`src/include/fault_sup_pkg.sv`:
```
/*
  Constants, types and helper functions of the drive fault supervisor.
  Assumes a 100 MHz system clock and a 32-bit APB register bus.
*/
`default_nettype none
package fault_sup_pkg;
  // ************************************
  // Timing
  // ************************************
  localparam int CLK_MHZ = 100;
  localparam int TICK_US = 1000;
  localparam int TICK_CYC = TICK_US * CLK_MHZ;
  localparam logic [15:0] OC_WARN_MS = 16'h05DC;
  localparam logic [15:0] BLINK_MS = 16'h01F4;
  localparam logic [15:0] STEP_MS = 16'h000A;
  // ************************************
  // Load thresholds in percent
  // ************************************
  localparam logic [6:0] PCT_WARN_INV = 7'h62;
  localparam logic [6:0] PCT_FULL = 7'h64;
  localparam logic [6:0] PCT_RESET = 7'h5A;
  localparam logic [6:0] PCT_WARN_MOT = 7'h5A;
  // ************************************
  // Register map and fields
  // ************************************
  localparam logic [7:0] OFS_CFG = 8'h00;
  localparam logic [7:0] OFS_DLY = 8'h04;
  localparam logic [7:0] OFS_UVD = 8'h08;
  localparam logic [7:0] OFS_CMD = 8'h0C;
  localparam logic [7:0] OFS_STAT = 8'h10;
  localparam logic [7:0] OFS_FLT = 8'h14;
  localparam logic [7:0] OFS_LOAD = 8'h18;
  localparam int CFG_LZ = 0;
  localparam int CFG_MAINS = 2;
  localparam int CFG_MOT = 4;
  localparam int CFG_THERM = 6;
  localparam int CFG_TQTRIP = 8;
  localparam int CFG_BRAKE = 9;
  localparam int CFG_AUTO = 10;
  localparam logic [31:0] CFG_RST = 32'h0000_0000;
  localparam logic [31:0] DLY_RST = 32'h01F4_01F4;
  localparam logic [15:0] UVD_RST = 16'h03E8;
  // Response modes of configurable faults
  localparam logic [1:0] RESP_OFF = 2'h0;
  localparam logic [1:0] RESP_TRIP = 2'h2;
  // Fault numbers double as bit positions
  localparam int F_LOCK = 16;
  typedef enum logic [1:0] {
    CLS_NONE = 2'h0, CLS_WARN = 2'h1, CLS_ALARM = 2'h2, CLS_LOCK = 2'h3
  } class_type;
  typedef enum logic [1:0] {ST_RUN, ST_TRIP, ST_LOCK, ST_HOLD} state_type;
  // Lowest set fault number, zero when none
  function automatic logic [7:0] first_set(input logic [16:0] v);
    logic [7:0] n;
    n = 8'h00;
    for (int i = 16; i > 0; i--) begin
      if (v[i]) begin
        n = 8'(i);
      end
    end
    return n;
  endfunction
  // Grade a configurable fault: {alarm, warning}
  function automatic logic [1:0] grade(input logic [1:0] m, input logic c);
    return {c && (m == RESP_TRIP), c && (m != RESP_OFF)};
  endfunction
endpackage
`default_nettype wire

```
`src/include/fault_sup_if.sv`:
```
/*
  Interfaces between the supervisor and its counter and timer leaves.
  Assumes one clock; tick is a one-cycle 1 ms enable.
*/
`timescale 1ns/100ps
`default_nettype none
interface load_if;
  logic tick; // Millisecond enable
  logic over; // Current above continuous rating
  logic [6:0] pct; // Load in percent
  modport src(output tick, output over, input pct);
  modport cnt(input tick, input over, output pct);
endinterface
interface timer_if;
  logic tick; // Millisecond enable
  logic run; // Condition present
  logic [15:0] limit; // Delay in ms
  logic done; // Delay elapsed
  modport src(output tick, output run, output limit, input done);
  modport tmr(input tick, input run, input limit, output done);
endinterface
`default_nettype wire

```
`src/rtl/delay_timer.sv`:
```
/*
  Delay timer: done once run has held for limit milliseconds.
  Assumes run drops when the condition goes away.
*/
`timescale 1ns/100ps
`default_nettype none
module delay_timer
  import fault_sup_pkg::*;
(
  input wire logic ref_clk_i,
  input wire logic rst_b_i,
  timer_if.tmr t
);
  typedef struct packed {
    logic [15:0] cnt; // Elapsed ms
    logic done; // Expired flag
  } dt_type;
  dt_type s_q, s_d;
  // Restart from zero whenever the condition lapses
  always_comb begin
    s_d = s_q;
    if (!t.run) begin
      s_d = '0;
    end else if (s_q.cnt >= t.limit) begin
      s_d.done = 1'b1;
    end else if (t.tick) begin
      s_d.cnt = s_q.cnt + 16'h0001;
    end
  end
  // State register
  always_ff @(posedge ref_clk_i or negedge rst_b_i) begin
    if (!rst_b_i) begin
      s_q <= '0;
    end else begin
      s_q <= s_d;
    end
  end
  assign t.done = s_q.done;
  done_run_a: assert property (@(posedge ref_clk_i) disable iff (!rst_b_i)
    s_q.done |-> $past(t.run)) else $error("timer done without condition");
endmodule
`default_nettype wire

```
`src/rtl/drive_fault_supervisor.sv`:
```
/*
  Drive fault supervisor: grades detector levels into warnings, alarms,
  trips and trip locks, drives panel lights and the fault number, and
  offers configuration and status over APB.
  Assumes detector and key inputs are synchronous to ref_clk_i, and that
  lock_mem_i is a retained copy of lock_flag_o from before power-down.
*/
// Design decisions made here: register access over APB and the placing of the registers.
`timescale 1ns/100ps
`default_nettype none
module drive_fault_supervisor
  import fault_sup_pkg::*;
#(
  parameter int TICK_CYCLES = TICK_CYC
) (
  input wire logic ref_clk_i,
  input wire logic rst_b_i,
  input wire logic psel_i,
  input wire logic penable_i,
  input wire logic pwrite_i,
  input wire logic [7:0] paddr_i,
  input wire logic [31:0] pwdata_i,
  output logic [31:0] prdata_o,
  output logic pready_o,
  output logic pslverr_o,
  input wire logic ref_low_i,
  input wire logic ain_low_i,
  input wire logic mains_fault_i,
  input wire logic dc_high_i,
  input wire logic dc_low_i,
  input wire logic dc_ov_i,
  input wire logic dc_uv_i,
  input wire logic aux_supply_i,
  input wire logic inv_over_i,
  input wire logic motor_over_i,
  input wire logic thermistor_hot_i,
  input wire logic torque_lim_i,
  input wire logic peak_cur_i,
  input wire logic short_circuit_i,
  input wire logic panel_reset_i,
  input wire logic dig_reset_i,
  input wire logic lock_mem_i,
  output logic drive_en_o,
  output logic warn_led_o,
  output logic alarm_led_o,
  output logic [7:0] fault_num_o,
  output logic [1:0] fault_class_o,
  output logic lock_flag_o
);

  // ************************************
  // State
  // ************************************
  // One record holds every flip-flop of the supervisor outside its load counters and delay timers
  typedef struct packed {
    state_type st; // Supervisor state
    logic boot; // First cycle after reset release
    logic oc_trip; // Trip was caused by overcurrent
    logic [7:0] num; // Shown fault number
    class_type cls; // Shown fault class
    logic [31:0] cfg; // Response configuration
    logic [31:0] dly; // Torque and overvoltage delays
    logic [15:0] uvd; // Undervoltage delay
    logic [31:0] prdata; // Read data
    logic pready; // Access phase answer
    logic pslverr; // Unmapped address
    logic [16:0] tick_cnt; // Tick divider
    logic tick; // Millisecond enable
    logic [15:0] blink_cnt; // Flash divider
    logic blink; // Flash phase
    logic drive_en; // Output stage enabled
    logic warn_led; // Warning light
    logic alarm_led; // Alarm light
    logic lock_flag; // Lock held, to be retained
  } sup_type;
  sup_type s_q, s_d;

  // Combinational helpers, rebuilt every cycle
  logic [16:0] w_vec; // Active warnings by number
  logic [16:0] a_vec; // Active alarms by number
  logic [1:0] g_lz, g_mains, g_therm; // Graded configurable faults
  logic cause_gone; // Nothing holds the trip
  logic ser_reset; // Serial reset command this cycle
  logic ext_reset; // Reset from input, serial or auto
  logic rq_any; // Any reset request
  logic wr_en; // APB write completes
  logic [15:0] lim [4]; // Timer limits
  logic [3:0] run; // Timer run levels
  logic [3:0] done; // Timer expiries
  logic [1:0] over; // Load counter over-rating levels
  logic [6:0] pct [2]; // Inverter and motor load

  // ************************************
  // Load counters and delay timers
  // ************************************
  // Index 0 is the inverter, index 1 the motor
  load_if ld [2] ();
  // All timers share the millisecond tick
  timer_if tm [4] ();
  assign over[0] = inv_over_i;
  assign over[1] = motor_over_i;
  // Overvoltage, undervoltage, torque and peak current delays
  assign run[0] = dc_ov_i;
  assign run[1] = dc_uv_i && !aux_supply_i;
  assign run[2] = torque_lim_i && s_q.cfg[CFG_TQTRIP];
  assign run[3] = peak_cur_i;
  // Only the overcurrent delay is fixed
  assign lim[0] = s_q.dly[15:0];
  assign lim[1] = s_q.uvd;
  assign lim[2] = s_q.dly[31:16];
  assign lim[3] = OC_WARN_MS;

  // One counter per load, both stepped by the same tick
  for (genvar i = 0; i < 2; i++) begin : g_load
    assign ld[i].tick = s_q.tick;
    assign ld[i].over = over[i];
    assign pct[i] = ld[i].pct;
    thermal_counter u_cnt (
      .ref_clk_i(ref_clk_i),
      .rst_b_i(rst_b_i),
      .ld(ld[i])
    );
  end

  // A lapse of the condition restarts a timer from zero
  for (genvar i = 0; i < 4; i++) begin : g_tmr
    assign tm[i].tick = s_q.tick;
    assign tm[i].run = run[i];
    assign tm[i].limit = lim[i];
    assign done[i] = tm[i].done;
    delay_timer u_tmr (
      .ref_clk_i(ref_clk_i),
      .rst_b_i(rst_b_i),
      .t(tm[i])
    );
  end

  // ************************************
  // Fault grading
  // ************************************
  // Build warning and alarm vectors from detector levels
  always_comb begin
    g_lz = grade(s_q.cfg[CFG_LZ+:2], ain_low_i);
    g_mains = grade(s_q.cfg[CFG_MAINS+:2], mains_fault_i);
    g_therm = grade(s_q.cfg[CFG_THERM+:2], thermistor_hot_i);
    w_vec = '0;
    a_vec = '0;
    w_vec[1] = ref_low_i;
    {a_vec[2], w_vec[2]} = g_lz;
    {a_vec[4], w_vec[4]} = g_mains;
    w_vec[5] = dc_high_i;
    w_vec[6] = dc_low_i;
    w_vec[7] = dc_ov_i;
    a_vec[7] = done[0];
    w_vec[8] = dc_uv_i;
    a_vec[8] = done[1];
    w_vec[9] = pct[0] >= PCT_WARN_INV;
    a_vec[9] = pct[0] >= PCT_FULL;
    w_vec[10] = pct[1] > PCT_WARN_MOT && s_q.cfg[CFG_MOT+:2] != RESP_OFF;
    a_vec[10] = pct[1] >= PCT_FULL && s_q.cfg[CFG_MOT+:2] == RESP_TRIP;
    {a_vec[11], w_vec[11]} = g_therm;
    w_vec[12] = torque_lim_i;
    a_vec[12] = done[2];
    w_vec[13] = peak_cur_i;
    a_vec[13] = done[3];
    a_vec[F_LOCK] = short_circuit_i;
  end

  // Inverter overload also blocks reset until the load falls below 90
  assign cause_gone = (a_vec == '0) && (pct[0] < PCT_RESET);

  // Serial reset is bit 0 written to the command word
  assign wr_en = psel_i && penable_i && s_q.pready && pwrite_i;
  assign ser_reset = wr_en && (paddr_i == OFS_CMD) && pwdata_i[0];
  // Auto reset is a request that never drops
  assign ext_reset = dig_reset_i || ser_reset || s_q.cfg[CFG_AUTO];
  assign rq_any = panel_reset_i || ext_reset;

  // ************************************
  // Next state
  // ************************************
  always_comb begin
    s_d = s_q;
    s_d.boot = 1'b0;

    // Millisecond enable and flash phase
    s_d.tick = 1'b0;
    s_d.tick_cnt = s_q.tick_cnt + 17'h00001;
    if (s_q.tick_cnt == 17'(TICK_CYCLES - 1)) begin
      s_d.tick_cnt = 17'h00000;
      s_d.tick = 1'b1;
    end
    if (s_q.tick) begin
      s_d.blink_cnt = s_q.blink_cnt + 16'h0001;
      if (s_q.blink_cnt == BLINK_MS - 16'h0001) begin
        s_d.blink_cnt = 16'h0000;
        s_d.blink = !s_q.blink;
      end
    end

    // Supervisor state machine
    case (s_q.st)
      ST_RUN: begin
        // Warnings alone keep the drive running, shown live
        s_d.num = first_set(w_vec);
        s_d.cls = (w_vec != '0) ? CLS_WARN : CLS_NONE;
      end
      ST_TRIP: begin
        // Overcurrent trip takes external reset only with brake control
        if (cause_gone && (panel_reset_i ||
            (ext_reset && (!s_q.oc_trip || s_q.cfg[CFG_BRAKE])))) begin
          s_d.st = ST_RUN;
        end
      end
      ST_LOCK: begin
        s_d.st = ST_LOCK;
      end
      ST_HOLD: begin
        if (cause_gone && rq_any) begin
          s_d.st = ST_RUN;
        end
      end
      default: begin
        s_d.st = ST_TRIP;
      end
    endcase

    // Retained lock turns into a restart block after power-up
    if (s_q.boot && lock_mem_i) begin
      s_d.st = ST_HOLD;
      s_d.num = 8'h00;
      s_d.cls = CLS_LOCK;
    end

    // New alarms: latch number and class, lock outranks trip
    if (a_vec[F_LOCK] && s_q.st != ST_LOCK) begin
      s_d.st = ST_LOCK;
      s_d.num = 8'(F_LOCK);
      s_d.cls = CLS_LOCK;
    end else if (a_vec != '0 && (s_d.st == ST_RUN || s_d.st == ST_HOLD)) begin
      s_d.st = ST_TRIP;
      s_d.num = first_set(a_vec);
      s_d.cls = CLS_ALARM;
      s_d.oc_trip = a_vec[13];
    end

    // Outputs follow the next state so they change with it
    s_d.drive_en = s_d.st == ST_RUN;
    s_d.lock_flag = s_d.st == ST_LOCK;
    s_d.warn_led = (s_d.st == ST_RUN && w_vec != '0) || s_d.st == ST_LOCK;
    s_d.alarm_led = s_d.st != ST_RUN && s_d.blink;

    // APB: answer in the access phase, zero wait states
    s_d.pready = psel_i && !penable_i;
    s_d.pslverr = 1'b0;
    // Read data is taken in setup, so it stands in access
    if (psel_i && !penable_i) begin
      case (paddr_i)
        OFS_CFG: s_d.prdata = s_q.cfg;
        OFS_DLY: s_d.prdata = s_q.dly;
        OFS_UVD: s_d.prdata = {16'h0000, s_q.uvd};
        OFS_CMD: s_d.prdata = 32'h0000_0000;
        OFS_STAT: s_d.prdata = {10'h000, s_q.st, 3'h0, w_vec};
        OFS_FLT: s_d.prdata = {22'h000000, s_q.cls, s_q.num};
        OFS_LOAD: s_d.prdata = {17'h00000, pct[1], 1'b0, pct[0]};
        default: begin
          s_d.prdata = 32'h0000_0000;
          s_d.pslverr = 1'b1;
        end
      endcase
    end

    // Writes land at the end of the access phase
    if (wr_en) begin
      case (paddr_i)
        OFS_CFG: s_d.cfg = pwdata_i;
        OFS_DLY: s_d.dly = pwdata_i;
        OFS_UVD: s_d.uvd = pwdata_i[15:0];
        default: begin
        end
      endcase
    end
  end

  // State register
  always_ff @(posedge ref_clk_i or negedge rst_b_i) begin
    if (!rst_b_i) begin
      s_q <= '0;
      s_q.boot <= 1'b1;
      s_q.cfg <= CFG_RST;
      s_q.dly <= DLY_RST;
      s_q.uvd <= UVD_RST;
    end else begin
      s_q <= s_d;
    end
  end

  // Every output is a register bit, never a decode
  assign prdata_o = s_q.prdata;
  assign pready_o = s_q.pready;
  assign pslverr_o = s_q.pslverr;
  assign drive_en_o = s_q.drive_en;
  assign warn_led_o = s_q.warn_led;
  assign alarm_led_o = s_q.alarm_led;
  assign fault_num_o = s_q.num;
  assign fault_class_o = s_q.cls;
  assign lock_flag_o = s_q.lock_flag;

  // ************************************
  // Checks
  // ************************************
  // Properties watch registered state and outputs
  alarm_stops_a: assert property (@(posedge ref_clk_i) disable iff (!rst_b_i)
    (a_vec != '0) |=> !drive_en_o && s_q.st != ST_RUN) else $error("alarm left drive on");
  coast_a: assert property (@(posedge ref_clk_i) disable iff (!rst_b_i)
    (s_q.st != ST_RUN) |-> !drive_en_o) else $error("drive enabled while faulted");
  early_reset_a: assert property (@(posedge ref_clk_i) disable iff (!rst_b_i)
    (s_q.st == ST_TRIP && !cause_gone) |=> s_q.st != ST_RUN) else $error("trip cleared early");
  lock_kept_a: assert property (@(posedge ref_clk_i) disable iff (!rst_b_i)
    (s_q.st == ST_LOCK) |=> s_q.st == ST_LOCK) else $error("trip lock left");
  hold_wait_a: assert property (@(posedge ref_clk_i) disable iff (!rst_b_i)
    (s_q.st == ST_HOLD && !rq_any) |=> s_q.st != ST_RUN) else $error("restart without reset");
  lock_lights_a: assert property (@(posedge ref_clk_i) disable iff (!rst_b_i)
    (s_q.st == ST_LOCK) |-> warn_led_o && fault_class_o == CLS_LOCK) else $error("lock display");
  inv_reset_a: assert property (@(posedge ref_clk_i) disable iff (!rst_b_i)
    (s_q.st == ST_TRIP && pct[0] >= PCT_RESET) |=> s_q.st != ST_RUN) else $error("reset above 90");
  num_latched_a: assert property (@(posedge ref_clk_i) disable iff (!rst_b_i)
    (s_q.st == ST_TRIP ##1 s_q.st == ST_TRIP) |-> $stable(fault_num_o)) else $error("number moved");
  oc_key_a: assert property (@(posedge ref_clk_i) disable iff (!rst_b_i)
    (s_q.st == ST_TRIP && s_q.oc_trip && !s_q.cfg[CFG_BRAKE] && !panel_reset_i) |=>
    s_q.st != ST_RUN) else $error("overcurrent trip cleared externally");
  backup_hold_a: assert property (@(posedge ref_clk_i) disable iff (!rst_b_i)
    (dc_uv_i && aux_supply_i) |=> !done[1]) else $error("undervoltage timed with back-up");

  trip_c: cover property (@(posedge ref_clk_i) disable iff (!rst_b_i)
    s_q.st == ST_RUN ##1 s_q.st == ST_TRIP ##[1:50] s_q.st == ST_RUN);
  lock_c: cover property (@(posedge ref_clk_i) disable iff (!rst_b_i)
    s_q.st == ST_TRIP ##1 s_q.st == ST_LOCK);
  hold_c: cover property (@(posedge ref_clk_i) disable iff (!rst_b_i)
    s_q.st == ST_HOLD ##1 s_q.st == ST_RUN);
  oc_clear_c: cover property (@(posedge ref_clk_i) disable iff (!rst_b_i)
    s_q.st == ST_TRIP && s_q.oc_trip ##1 s_q.st == ST_RUN);
endmodule
`default_nettype wire

```
`src/rtl/thermal_counter.sv`:
```
/*
  Thermal load counter in whole percent, stepped every STEP_MS.
  Assumes the tick and over level come from the supervisor.
*/
`timescale 1ns/100ps
`default_nettype none
module thermal_counter
  import fault_sup_pkg::*;
(
  input wire logic ref_clk_i,
  input wire logic rst_b_i,
  load_if.cnt ld
);
  typedef struct packed {
    logic [15:0] step; // Ticks since last step
    logic [6:0] pct; // Load level
  } tc_type;
  tc_type s_q, s_d;
  // Saturating up/down count, so recovery time mirrors overload time
  always_comb begin
    s_d = s_q;
    if (ld.tick) begin
      if (s_q.step == STEP_MS - 16'h0001) begin
        s_d.step = 16'h0000;
        if (ld.over && s_q.pct < PCT_FULL) begin
          s_d.pct = s_q.pct + 7'h01;
        end else if (!ld.over && s_q.pct != 7'h00) begin
          s_d.pct = s_q.pct - 7'h01;
        end
      end else begin
        s_d.step = s_q.step + 16'h0001;
      end
    end
  end
  // State register
  always_ff @(posedge ref_clk_i or negedge rst_b_i) begin
    if (!rst_b_i) begin
      s_q <= '0;
    end else begin
      s_q <= s_d;
    end
  end
  assign ld.pct = s_q.pct;
  rise_cause_a: assert property (@(posedge ref_clk_i) disable iff (!rst_b_i)
    (s_q.pct > $past(s_q.pct)) |-> $past(ld.over)) else $error("load rose while under rating");
endmodule
`default_nettype wire

```
`config.mk`:
```
export PLATFORM = sky130hd
export DESIGN_NAME = drive_fault_supervisor
export DESIGN_NICKNAME = d
export VERILOG_FILES = /design/src/include/fault_sup_pkg.sv /design/src/include/fault_sup_if.sv /design/src/rtl/delay_timer.sv /design/src/rtl/drive_fault_supervisor.sv /design/src/rtl/thermal_counter.sv
export SDC_FILE = /design/constraint.sdc
export NUM_CORES = 1
export LEC_CHECK = 0
export ABC_AREA = 1
export CORE_AREA = 2 2 167 169
export CTS_CLUSTER_SIZE = 16
export DETAILED_ROUTE_END_ITERATION = 10
export DIE_AREA = 0 0 169 171
export DONT_BUFFER_PORTS = 1
export GPL_TIMING_DRIVEN = 0
export HOLD_SLACK_MARGIN = 0.12
export PLACE_DENSITY = 0.87
export RECOVER_POWER = 25
export SETUP_SLACK_MARGIN = 0.2
export SYNTH_ARGS = -nofsm -noshare
export SYNTH_HDL_FRONTEND = slang
export SYNTH_SLANG_ARGS = --single-unit
```
`constraint.sdc`:
```
create_clock -name ref_clk_i -period 2.1 [get_ports ref_clk_i]
set_input_delay 0.105 -clock ref_clk_i [delete_from_list [all_inputs] [get_ports ref_clk_i]]
set_output_delay 0.105 -clock ref_clk_i [all_outputs]
set_load 0.03 [all_outputs]
```
==> metrics.yaml <==
synth:
  synth_top_area_share_pct: 41.97
  synth_most_common_cell: "nand2_1"
  synth_edf_count: 0
  synth_top_flop_cell: "dfrtp_1"
  syn_inst: 1918
  synth_common_cells: "nand2_1, inv_1, dfrtp_1, o21ai_0, nor2_1"
  async_reset_ff_share_pct: 100.0
  ys.warnings.count: 0
  yosys.area.top_type: "dfrtp_1"
  ys_seq_elements: 278
  netlist_area_mm2: 0.01544
  synth-seq-area-share_pct: 45.20
  synth_area_leaders: "dfrtp_1, nand2_1, inv_1"
  syn_avg_cell_area_um2: 8.051
  synth.distinct_cells: 58
outcome:
  violations: "hold timing, setup timing"
  outcome: "finished with violations"
route:
  viasPerCell: 6.373
  antenna_left: 0
  highest_layer: "met4"
  wl_met2_mm: 25.80
  dr_total_vias: 16020
  drt-wirelength-per-cell_um: 21.91
  routed_wl_mm: 55.06
  dr.pass1.iters: 11
  drc: 0
  wl_met3_mm: 6.085
  wl_met1_mm: 18.52
  drt-initial-drc-count: 2442
sta:
  rsz0062_at_grt: "true"
  setup_tns_ps: -4608
  min_period_over_period_pct: 112.4
  max_freq_mhz: 423.8
  relSlewSlack_pct: 52.19
  whs_ps: -740.6
  tightest_slew_ps: 717.2
  fin_crit_ps: 2359
  skew_ps: 44.54
  hold_violations: 278
  finalSetupViolCount: 54
  timing.final.ws_setup_ps: -259.4
  maxSlewViolCount: 0
die:
  start_util_pct: 56.52
  io_pins: 110
  dieArea_mm2: 0.02890
  die_width_um: 169
  core_mm2: 0.02732
  fp.dieH_um: 171
  rows: 61
final_layout:
  fin_nets: 2276
  postLayoutCellArea_mm2: 0.01999
  instances_no_fill: 2513
  fin_util_pct: 73.16
  drive_above_1_share_pct: 25.81
  areaGrowthSynthToFinish_pct: 29.44
grt:
  gr-usage-all-layers_pct: 32.81
  grt_max_degree: 279
  grt_pass1_wl_mm: 75.54
  antenna_found_initial: 3
  grt_overflow_total: 0
  grt_pass1_vias: 14790
critical_path:
  required_ps: 2620
  rrSetupSlack_ps: -260
  worst-path-max-fanout: 4
  worst-r2r-cell-count: 6
  worstSetupPathType: "flip-flop to flip-flop"
  arrival_ps: 2880
  reg2reg_from: "g_tmr[2].u_tmr.s_q[7]"
  cp-start-kind: "flip-flop"
  end_kind: "flip-flop"
  r2r_end: "g_tmr[2].u_tmr.s_q[14]"
cts:
  cts.path.max_buffers: 3
  clk_latency_ps: 590
  clk_pin_slew_ps: 70
  ctsHtreeMaxLevel: 1
  numCtsBuffers: 30
  root_buffer: "clkbuf_16"
  cts.sinks: 278
  cts_tree: "yes"
power:
  worst_ir_drop_vdd_mv: 0.6602
  power_mw: 12.80
  p_leak_nw: 9.476
  p_per_area_mw_per_mm2: 640.2
place:
  dpl_worst_slack_ps: -410.5
  dpl.hpwl_mm: 29.75
  numPortBuffers: 0
  gp_congestion: 1.002
  placed_cell_area_mm2: 0.01604
  dp.cells: 2267
min_path:
  hp-class: "input pin to asynchronous set/reset pin"
job:
  drv_cap: 0
==> where the power goes <==
part / internal (mW) / switching [mW]
clock network: 3.12 / 2.38
logic: 0.607 / 0.998
registers: 5.48 / 0.205
==> registers in the layout (all words and copies together) (netlist names) <==
name and cells:
alarm_led_o 1, drive_en_o 1, fault_class_o 2, fault_num_o 5, g_load.u_cnt.ld.pct 14, g_load.u_cnt.s_q 32, g_tmr.u_tmr.s_q 64, g_tmr.u_tmr.t.done 4
ld.tick 1, lim 32, lock_flag_o 1, prdata_o 32, pready_o 1, pslverr_o 1, s_q 70, tm.limit 16
warn_led_o 1
==> metal layers <==
metal,global-route usage (%),vias up
met5,0,-
met4,17.47,0
met3,6.824,455
met2,55.72,1342
met1,39.48,7537
li1,-,6682
==> cell usage in the layout, fill, tap and decap left out, types with 6 or more instances in the layout <==
master and count:
a21oi_1 74, nor2_1 112, clkbuf_8 7, buf_4 150, nand4_1 31, nand3_2 24
nor4_4 8, nor2_2 21, buf_6 25, nor2_4 22, a31oi_1 8, ha_4 30
nand3_4 6, nor3_1 33, nor4_1 9, buf_2 6, nand2_4 15, ha_1 37
o22ai_1 17, dlygate4sd3_1 62, clkbuf_16 30, clkbuf_2 6, nor3_2 11, o21ai_1 26
o21ai_0 141, xnor2_1 11, a21oi_2 32, nand3_1 68, nand2_1 376, xor2_1 39
inv_1 237, dfrtp_1 244, inv_2 46, nand2_2 20, dfstp_2 19, nor3_4 11
a21oi_4 7, dfrtp_2 15, clkbuf_1 31
==> logic make-up (layout without fill, tap and decap cells) <==
| kind of cell | count (synthesis) | after routing | synth area share (%) |
|---|---|---|---|
| DFF | 278 | 278 | 45.20 |
| AOI/OAI and AO/OA | 349 | 349 | 12.38 |
| adders and majority gates | 71 | 71 | 5.850 |
| xor gates and xnor gates | 53 | 53 | 3.006 |
| buffers and inverters | 376 | 619 | 10.31 |
| and+or+nand+nor | 790 | 792 | 23.23 |
| other | 1 | 5 | 0.02428 |
==> critical path, stage by stage (launching register included) <==
cell     delay (ps)
dfrtp_1         500
inv_1           150
nor4_1          560
nand4_1         340
nor2_1          390
nand4_1         180
a21oi_2         170
==> area by class of cell <==
class                   count  area [µm²]
clock buffers              44       873.3
fillers                  1624        7335
multi-input cells        1269        8259
plain buffers              86       544.3
well taps                 346       432.9
repair buffers            188        1638
inverters                 290        1114
diodes                      1       2.502
flip-flops and latches    278        6999
clock inverters            11       126.4
==> what timing repair did <==
item                       CTS  global route
pin swaps                   73            85
hold endpoints to repair   452           285
buffers inserted            68            55
hold buffers                61             1
cloned                       5             0
setup endpoints to repair   85           178
gates resized for setup    185           169
==> how the worst max path moves through the flow <==
stage,start,end
2_1_floorplan,g_load[0].u_cnt.ld.pct[3],g_load[0].u_cnt.ld.pct[6]
3_3_place_gp,g_load[0].u_cnt.ld.pct[3],g_load[0].u_cnt.ld.pct[6]
3_5_place_dp,g_load[0].u_cnt.ld.pct[3],g_load[0].u_cnt.ld.pct[6]
4_1_cts,g_load[0].u_cnt.ld.pct[3],g_load[0].u_cnt.ld.pct[6]
5_1_grt,g_tmr[0].u_tmr.s_q[1],g_tmr[0].u_tmr.s_q[13]
6_report,g_tmr[2].u_tmr.s_q[7],g_tmr[2].u_tmr.s_q[14]
Note: power is estimated with default switching activity, not from simulation.
